<file path="config.mk">
export PLATFORM = sky130hd
export DESIGN_NAME = safe_output_diag_codes
export DESIGN_NICKNAME = d
export VERILOG_FILES = /design/src/rtl/safe_diag_pkg.sv /design/src/rtl/pulse_test_sequencer.sv /design/src/rtl/safe_output_diag_codes.sv
export SDC_FILE = /design/constraint.sdc
export NUM_CORES = 1
export LEC_CHECK = 0
export BUFFER_PORTS_ARGS = -buffer_cell sky130_fd_sc_hd__buf_2
export CAP_MARGIN = 20
export CORE_MARGIN = 5
export CORE_UTILIZATION = 40
export CTS_CLUSTER_SIZE = 12
export DETAILED_ROUTE_END_ITERATION = 10
export PLACE_DENSITY = 0.66
export SLEW_MARGIN = 20
export SYNTH_ARGS = -nofsm -noshare
export SYNTH_HDL_FRONTEND = slang
export SYNTH_HIERARCHICAL = 1
export SYNTH_SLANG_ARGS = --single-unit
</file>
<file path="constraint.sdc">
create_clock -name ref_clk -period 2.35 [get_ports ref_clk]
set_clock_uncertainty 0.1 [all_clocks]
set_input_delay 0.1175 -clock ref_clk [delete_from_list [all_inputs] [get_ports ref_clk]]
set_output_delay 0.1175 -clock ref_clk [all_outputs]
set_load 0.02 [all_outputs]
</file>
<file path="src/rtl/safe_diag_pkg.sv">
// shared constants, types and code helpers for the safe output diagnostics
package safe_diag_pkg;

   // switch slots: main high side, zones one to three, main low side, common low side
   localparam int NUM_SLOTS = 6;
   localparam int NUM_GROUPS = 5;
   localparam int NUM_ENTRIES = NUM_SLOTS * NUM_GROUPS;
   localparam int SLOT_MAIN_LS = 4;
   localparam int SLOT_COMMON_LS = 5;

   typedef logic [NUM_SLOTS-1:0] slot_vec_t;
   typedef logic [NUM_ENTRIES-1:0] fault_vec_t;

   // sixteen bit diagnostic code: class byte, fault group, affected output
   typedef struct packed {
      logic [7:0] cls;
      logic [3:0] grp;
      logic [3:0] idx;
   } diag_code_t;

   localparam logic [7:0] CODE_CLASS = 8'h02;

   // fault groups in latch order
   localparam int G_RB_ZONE = 0;
   localparam int G_SHORT = 1;
   localparam int G_LIGHT = 2;
   localparam int G_DARK = 3;
   localparam int G_RB_SW = 4;

   localparam logic [3:0] GRP_NIB [NUM_GROUPS] = '{4'h1, 4'h3, 4'h5, 4'h6, 4'h8};
   localparam logic [3:0] SLOT_IDX [NUM_SLOTS] = '{4'h0, 4'h1, 4'h2, 4'h3, 4'h8, 4'h9};
   // which slots each group can report
   localparam slot_vec_t GRP_MASK [NUM_GROUPS] = '{6'h0e, 6'h0f, 6'h1f, 6'h3f, 6'h31};
   // every group except short/overload shuts all outputs down
   localparam fault_vec_t GLOBAL_MASK = 30'h3ffff03f;
   localparam fault_vec_t FAULT_RESET = 30'h00000000;

   // timing
   localparam int CLK_PERIOD_PS = 8000;
   localparam int TEST_PULSE_NS = 800;
   localparam int TEST_PULSE_CYCLES = (TEST_PULSE_NS * 1000 + CLK_PERIOD_PS - 1) / CLK_PERIOD_PS;
   localparam int SETTLE_NS = 400;
   localparam int SETTLE_CYCLES = (SETTLE_NS * 1000 + CLK_PERIOD_PS - 1) / CLK_PERIOD_PS;
   localparam int TEST_INTERVAL_US = 1000;
   localparam int TEST_INTERVAL_CYCLES = TEST_INTERVAL_US * 1000000 / CLK_PERIOD_PS;

   // code of one latch entry
   function automatic diag_code_t code_of(input int e);
      diag_code_t c;
      c.cls = CODE_CLASS;
      c.grp = GRP_NIB[e / NUM_SLOTS];
      c.idx = SLOT_IDX[e % NUM_SLOTS];
      return c;
   endfunction

endpackage

</file>
<file path="src/rtl/pulse_test_sequencer.sv">
// periodic light/dark switching test of the output switches
`timescale 1ns/100ps
`default_nettype none
module pulse_test_sequencer #(
   parameter int INTERVAL_CYCLES = safe_diag_pkg::TEST_INTERVAL_CYCLES,
   parameter int PULSE_CYCLES = safe_diag_pkg::TEST_PULSE_CYCLES
) (
   // clock and reset
   input wire logic ref_clk,
   input wire logic rstn,
   // switch state
   input wire logic en,
   input wire safe_diag_pkg::slot_vec_t nominal,
   input wire safe_diag_pkg::slot_vec_t readback,
   // test drive and result
   output safe_diag_pkg::slot_vec_t invert_mask,
   output logic fail_light,
   output logic fail_dark,
   output logic [2:0] fail_slot
);
   import safe_diag_pkg::*;

   localparam int GW = $clog2(INTERVAL_CYCLES + 1);
   localparam int PW = $clog2(PULSE_CYCLES + 1);

   typedef enum logic [0:0] {T_WAIT = 1'b0, T_PULSE = 1'b1} test_state_t;

   test_state_t state;
   logic [GW-1:0] gap;
   logic [PW-1:0] width;
   logic [2:0] slot;
   logic light;
   logic [2:0] next_slot;

   assign next_slot = (slot == 3'(NUM_SLOTS - 1)) ? 3'h0 : 3'(slot + 3'h1);

   // interval between tests, held reloaded while disabled
   always_ff @(posedge ref_clk) begin
      if (!rstn || !en || gap == '0) begin
         gap <= GW'(INTERVAL_CYCLES - 1);
      end else begin
         gap <= gap - 1'b1;
      end
   end

   // pulse one switch to the opposite state, then judge its readback
   always_ff @(posedge ref_clk) begin
      if (!rstn) begin
         state <= T_WAIT;
         width <= '0;
         slot <= '0;
         light <= 1'b0;
         invert_mask <= '0;
         fail_light <= 1'b0;
         fail_dark <= 1'b0;
         fail_slot <= '0;
      end else begin
         fail_light <= 1'b0;
         fail_dark <= 1'b0;
         unique case (state)
            T_WAIT: begin
               invert_mask <= '0;
               if (en && gap == '0) begin
                  if (!nominal[slot] && slot == 3'(SLOT_COMMON_LS)) begin
                     slot <= next_slot; // common low side has no light test
                  end else begin
                     state <= T_PULSE;
                     light <= !nominal[slot];
                     invert_mask <= slot_vec_t'(6'h01 << slot);
                     width <= PW'(PULSE_CYCLES - 1);
                  end
               end
            end
            T_PULSE: begin
               if (!en || nominal[slot] == light) begin
                  state <= T_WAIT; // shutdown or a changed command aborts the pulse
                  invert_mask <= '0;
               end else if (width != '0) begin
                  width <= width - 1'b1;
               end else begin
                  state <= T_WAIT;
                  invert_mask <= '0;
                  slot <= next_slot;
                  fail_slot <= slot;
                  fail_light <= light && !readback[slot];
                  fail_dark <= !light && readback[slot];
               end
            end
         endcase
      end
   end

endmodule // pulse_test_sequencer
`default_nettype wire

</file>
<file path="src/rtl/safe_output_diag_codes.sv">
// fault latching, safe-state reaction, indicators and code reporting for safe outputs
`timescale 1ns/100ps
`default_nettype none
module safe_output_diag_codes #(
   parameter int TEST_INTERVAL_CYCLES = safe_diag_pkg::TEST_INTERVAL_CYCLES,
   parameter int TEST_PULSE_CYCLES = safe_diag_pkg::TEST_PULSE_CYCLES
) (
   // clock and reset
   input wire logic ref_clk,
   input wire logic rstn,
   // requested outputs: main, zone one, zone two, zone three
   input wire logic [3:0] output_cmd,
   // switch drive and readback, one bit per slot
   output safe_diag_pkg::slot_vec_t switch_drive,
   input wire safe_diag_pkg::slot_vec_t readback,
   // current sensing per output
   input wire logic [3:0] overload_detect,
   // diagnostic report
   output logic diag_valid,
   output safe_diag_pkg::diag_code_t diag_code,
   input wire logic diag_ready,
   // acknowledgement from the controller
   input wire logic ack_valid,
   input wire safe_diag_pkg::diag_code_t ack_code,
   // indicators
   output logic [3:0] red_led,
   output logic safe_state
);
   import safe_diag_pkg::*;

   localparam int SW = $clog2(SETTLE_CYCLES + 1);

   fault_vec_t fault;
   fault_vec_t set;
   fault_vec_t clr;
   slot_vec_t nominal;
   slot_vec_t next_drive;
   slot_vec_t invert_mask;
   slot_vec_t overload6;
   logic global_any;
   logic check_ok;
   logic [SW-1:0] settle;
   logic fail_light;
   logic fail_dark;
   logic [2:0] fail_slot;
   logic [4:0] ptr;

   assign global_any = |(fault & GLOBAL_MASK);
   assign overload6 = {2'b00, overload_detect};

   // wanted switch state before tests; a shorted output stays off alone
   always_comb begin
      nominal[3:0] = output_cmd & ~fault[G_SHORT*NUM_SLOTS +: 4];
      nominal[SLOT_MAIN_LS] = output_cmd[0];
      nominal[SLOT_COMMON_LS] = |output_cmd[3:1];
      next_drive = global_any ? slot_vec_t'(0) : (nominal ^ invert_mask);
   end

   // registered switch drive
   always_ff @(posedge ref_clk) begin
      if (!rstn) begin
         switch_drive <= '0;
      end else begin
         switch_drive <= next_drive;
      end
   end

   // readback checks wait until the drive has been steady
   always_ff @(posedge ref_clk) begin
      if (!rstn || next_drive != switch_drive) begin
         settle <= SW'(SETTLE_CYCLES);
      end else if (settle != '0) begin
         settle <= settle - 1'b1;
      end
   end
   assign check_ok = (settle == '0);

   pulse_test_sequencer #(
      .INTERVAL_CYCLES(TEST_INTERVAL_CYCLES),
      .PULSE_CYCLES(TEST_PULSE_CYCLES)
   ) u_tester (
      .ref_clk(ref_clk),
      .rstn(rstn),
      .en(!global_any),
      .nominal(nominal),
      .readback(readback),
      .invert_mask(invert_mask),
      .fail_light(fail_light),
      .fail_dark(fail_dark),
      .fail_slot(fail_slot)
   );

   // fault detection into latch entries
   always_comb begin
      set = '0;
      for (int s = 0; s < NUM_SLOTS; s++) begin
         set[G_RB_ZONE*NUM_SLOTS+s] = GRP_MASK[G_RB_ZONE][s] && check_ok
                                      && readback[s] && !switch_drive[s];
         set[G_SHORT*NUM_SLOTS+s] = GRP_MASK[G_SHORT][s] && overload6[s];
         set[G_LIGHT*NUM_SLOTS+s] = GRP_MASK[G_LIGHT][s] && fail_light && fail_slot == 3'(s);
         set[G_DARK*NUM_SLOTS+s] = fail_dark && fail_slot == 3'(s);
         set[G_RB_SW*NUM_SLOTS+s] = GRP_MASK[G_RB_SW][s] && check_ok
                                    && readback[s] != switch_drive[s];
      end
   end

   // acknowledgement clears only the matching latched code
   always_comb begin
      clr = '0;
      for (int e = 0; e < NUM_ENTRIES; e++) begin
         clr[e] = ack_valid && ack_code == code_of(e);
      end
   end

   // fault latches, a new event wins over its clear
   always_ff @(posedge ref_clk) begin
      if (!rstn) begin
         fault <= FAULT_RESET;
      end else begin
         fault <= (fault & ~clr) | set;
      end
   end

   // indicators and safe-state flag
   always_ff @(posedge ref_clk) begin
      if (!rstn) begin
         red_led <= '0;
         safe_state <= 1'b0;
      end else begin
         red_led <= global_any ? 4'hf : fault[G_SHORT*NUM_SLOTS +: 4];
         safe_state <= global_any;
      end
   end

   // round-robin report of every latched code
   always_ff @(posedge ref_clk) begin
      if (!rstn) begin
         ptr <= '0;
         diag_valid <= 1'b0;
         diag_code <= '0;
      end else if (!diag_valid || diag_ready) begin
         diag_valid <= fault[ptr];
         diag_code <= code_of(int'(ptr));
         ptr <= (ptr == 5'(NUM_ENTRIES - 1)) ? 5'h00 : 5'(ptr + 5'h01);
      end
   end
endmodule // safe_output_diag_codes
`default_nettype wire

</file>
==> flow_summary.toml <==
[synth]
mappedNetlistArea_um2 = 5250
async_flop_share_pct = 0
post_synth.cell_area_avg_um2 = 9.08
synthCells = 578
synth.largest_area_cell = "sky130_fd_sc_hd__dfxtp_1"
top_ff_cell_synth = "sky130_fd_sc_hd__dfxtp_1"
synthMostInstantiatedCell = "sky130_fd_sc_hd__dfxtp_1"
seq_area_frac_synth_pct = 38.5
number_of_enable_flip_flop_cells_after_synthesis = 0
netlist-cell-type-count = 82
ys_top_cells_by_area = "sky130_fd_sc_hd__dfxtp_1 (39%), sky130_fd_sc_hd__nand2_1 (4.1%), sky130_fd_sc_hd__xnor2_1 (3.2%)"
synth_top_area_share_pct = 38.5
synthTopCellsByCount = "sky130_fd_sc_hd__dfxtp_1 (101), sky130_fd_sc_hd__nand2_1 (58), sky130_fd_sc_hd__nor2_1 (44)"
ys_warn_count = 6
ys_seq_elements = 101

[placed_design]
place_congestion = 0.884
placement.cell_area_um2 = 5830
dpl.hpwl_mm = 9.50
placed_cells = 809
port_buffers = 53

[clocking]
cts_buffers = 9
clk_pin_slew_ns = 0.07
cts_buffer_depth = 2
cts.htree.levels = 3
root_buffer = "sky130_fd_sc_hd__clkbuf_16"
number_of_clock_sinks_seen_by_cts = 101
clock_latency_ns = 0.35
cts_tree = "built"

[detailed_routing]
wl_per_cell_um = 15.3
drt-total-wl_mm = 12.8
drc_errors = 0
detail_route.vias_per_cell = 5.38
initial_drt_pass_iterations = 5
antenna_left = 0
route.vias.total = 4497
detail_route.iter0.violations = 251

[timing]
timing.fmax_mhz = 437
setup_viol = 0
tightest_slew_ns = 0.588
min_period_ns = 2.29
hold_viol_final = 0
min_period_over_period_pct = 97.4
timing.max_slew.rel_slack_pct = 60.8
unrepaired_setup_endpoints_after_global_routing = "yes"
maxSlewViolCount = 0
final.setup.tns_ns = 0

[floorplanning]
initial_utilization_pct = 41.2
die_h_um = 125
num_rows = 41
dieArea_um2 = 15500
boundaryPins = 62
core_area_um2 = 12700
die_w_um = 125

[finish]
final_area_um2 = 6290
n_antenna_cell = 0
fin_nets = 702
final_layout_size_suffix_gt1_share_pct = 22.9
fill_cells = 1213
instances_no_fill = 836
synthToLayoutAreaGrowth_pct = 19.9

[pwr]
leak_nw = 2.44
power_density_nw_per_um2 = 578
ir_drop_mv = 0.485

[global_route]
gr-total-overflow = 0
first_global_vias = 4311
antenna_violations_before_repair = 0
groute.usage.overall_pct = 16.2
grt_max_degree = 54
grt_first_pass_wirelength_mm = 21.0

[flow_run]
maxCapViolCount = 0

[worst_setup_path]
critPathMaxFanout = 4
setup.worst_path.class = "reg2reg"
crit_path_start_kind = "flip-flop"
worstPathRequired_ns = 2.49
largest_delay_share_family_worst_path = "simple AND/OR/NAND/NOR gates"
arrival_time_at_the_worst_endpoint_ns = 2.43
critical_path.cell_chain = "inv_2, ha_4, or4b_4, or3_4, nor4_4, buf_4, mux2i_1, nor2_1"
cpPeakStageDelay_ns = 0.46
cp_num_buf_inv = 2
worst_path_max_delay_cell = "sky130_fd_sc_hd__or4b_4"
endpoint_kind = "flip-flop"

[outcome]
outcome = "finished clean"

[worst_hold_path]
worst_hold_path_type = "in2reg"
==> registers in the layout (all words and copies together), names as in the netlist, 3 cells and up <==
signal                cells
u_tester/fail_slot        3
settle                    6
red_led                   4
fault                    30
u_tester/width            7
switch_drive              6
ptr                       5
u_tester/slot             3
u_tester/invert_mask      6
u_tester/gap             17
diag_code                 8
==> per-layer routing <==
layer / routed length, um / GRT usage, %
met5: 0 / 0
met4: 174 / 4.71
met3: 543 / 3.26
met2: 6470 / 28.8
met1: 5600 / 19.6
==> worst min-delay path, cell delays in order <==
cell                       delay (ns)
sky130_fd_sc_hd__buf_2           0.09
sky130_fd_sc_hd__xor2_1          0.05
sky130_fd_sc_hd__nand2_1         0.07
sky130_fd_sc_hd__a21boi_1        0.06
==> report_power, final <==
group	switching, mW	total (mW)	leakage (nW)	internal (mW)
logic	0.181	0.340	1.48	0.159
registers	0.0304	1.77	0.820	1.74
clock network	0.689	1.53	0.147	0.840
==> cell families (layout without fill, tap and decap cells) <==
family                     after synthesis  count (layout)  synth area share [%]
adders and majority gates                9               9                  2.15
other                                    1               8                0.0715
AOI/OAI and AO/OA                      133             133                  17.7
and+or+nand+nor                        231             231                  24.4
DFF                                    101             101                  38.5
muxes                                   27              27                  7.32
buffers and inverters                   48             127                  4.36
xor gates and xnor gates                28              28                  5.48
==> worst paths after layout <==
kind / startpoint / endpoint / slack [ns] / depth (start not counted)
hold / removal: readback[5] / fault[29]$_SDFF_PN0_ / 0.0009 / 4
setup reg to reg: u_tester/gap[0]$_SDFF_PP1_ / u_tester/light$_SDFFE_PN0P_ / 0.06 / 8
setup / recovery: u_tester/gap[0]$_SDFF_PP1_ / u_tester/light$_SDFFE_PN0P_ / 0.06 / 8
hold reg to reg: u_tester/gap[0]$_SDFF_PP1_ / u_tester/gap[0]$_SDFF_PP1_ / 0.34 / 1
==> cell type report <==
class	count	area (um2)	area share [%]
Multi-Input combinational cell	436	3090	49.1
Sequential cell	101	2030	32.3
Timing Repair Buffer	94	588	9.35
Clock buffer	9	225	3.58
Tap cell	172	215	3.42
Clock inverter	7	77.6	1.23
Inverter	17	63.8	1.01
==> per-stage QoR <==
stage | util (%) | power (mW) | hold slack, ns | worst slack, ns
2_1_floorplan | - | 2.02 | 0.141 | -0.00854
3_3_place_gp | 45.8 | 2.12 | 0.247 | 0.0501
3_5_place_dp | 45.8 | 2.13 | 0.242 | 0.0263
4_1_cts | 48.7 | 3.67 | 0.00672 | 0.00273
5_1_grt | 49.5 | 3.78 | 0.00112 | -0.0348
6_report | 49.5 | 3.64 | 0.000880 | 0.0618
==> cell usage in the layout (no fill, tap or decap), types with 9 or more instances in the layout <==
| cell type | count |
|---|---|
| sky130_fd_sc_hd__a21boi_1 | 13 |
| sky130_fd_sc_hd__a21oi_1 | 19 |
| sky130_fd_sc_hd__buf_2 | 53 |
| sky130_fd_sc_hd__buf_4 | 35 |
| sky130_fd_sc_hd__clkbuf_16 | 9 |
| sky130_fd_sc_hd__dfxtp_1 | 98 |
| sky130_fd_sc_hd__inv_1 | 15 |
| sky130_fd_sc_hd__mux2i_1 | 12 |
| sky130_fd_sc_hd__nand2_1 | 58 |
| sky130_fd_sc_hd__nand3_1 | 14 |
| sky130_fd_sc_hd__nor2_1 | 44 |
| sky130_fd_sc_hd__nor2b_1 | 16 |
| sky130_fd_sc_hd__nor3_1 | 17 |
| sky130_fd_sc_hd__nor4_1 | 10 |
| sky130_fd_sc_hd__o21a_1 | 14 |
| sky130_fd_sc_hd__o21ai_0 | 26 |
| sky130_fd_sc_hd__xnor2_1 | 19 |
==> timing repair <==
action / in CTS / in global routing
setup buffers: 0 / 5
hold buffers: 6 / 0
endpoints found under the setup margin: 0 / 25
endpoints found under the hold margin: 6 / 0
resized for setup: 0 / 17
(Power assumes the default switching activity.)
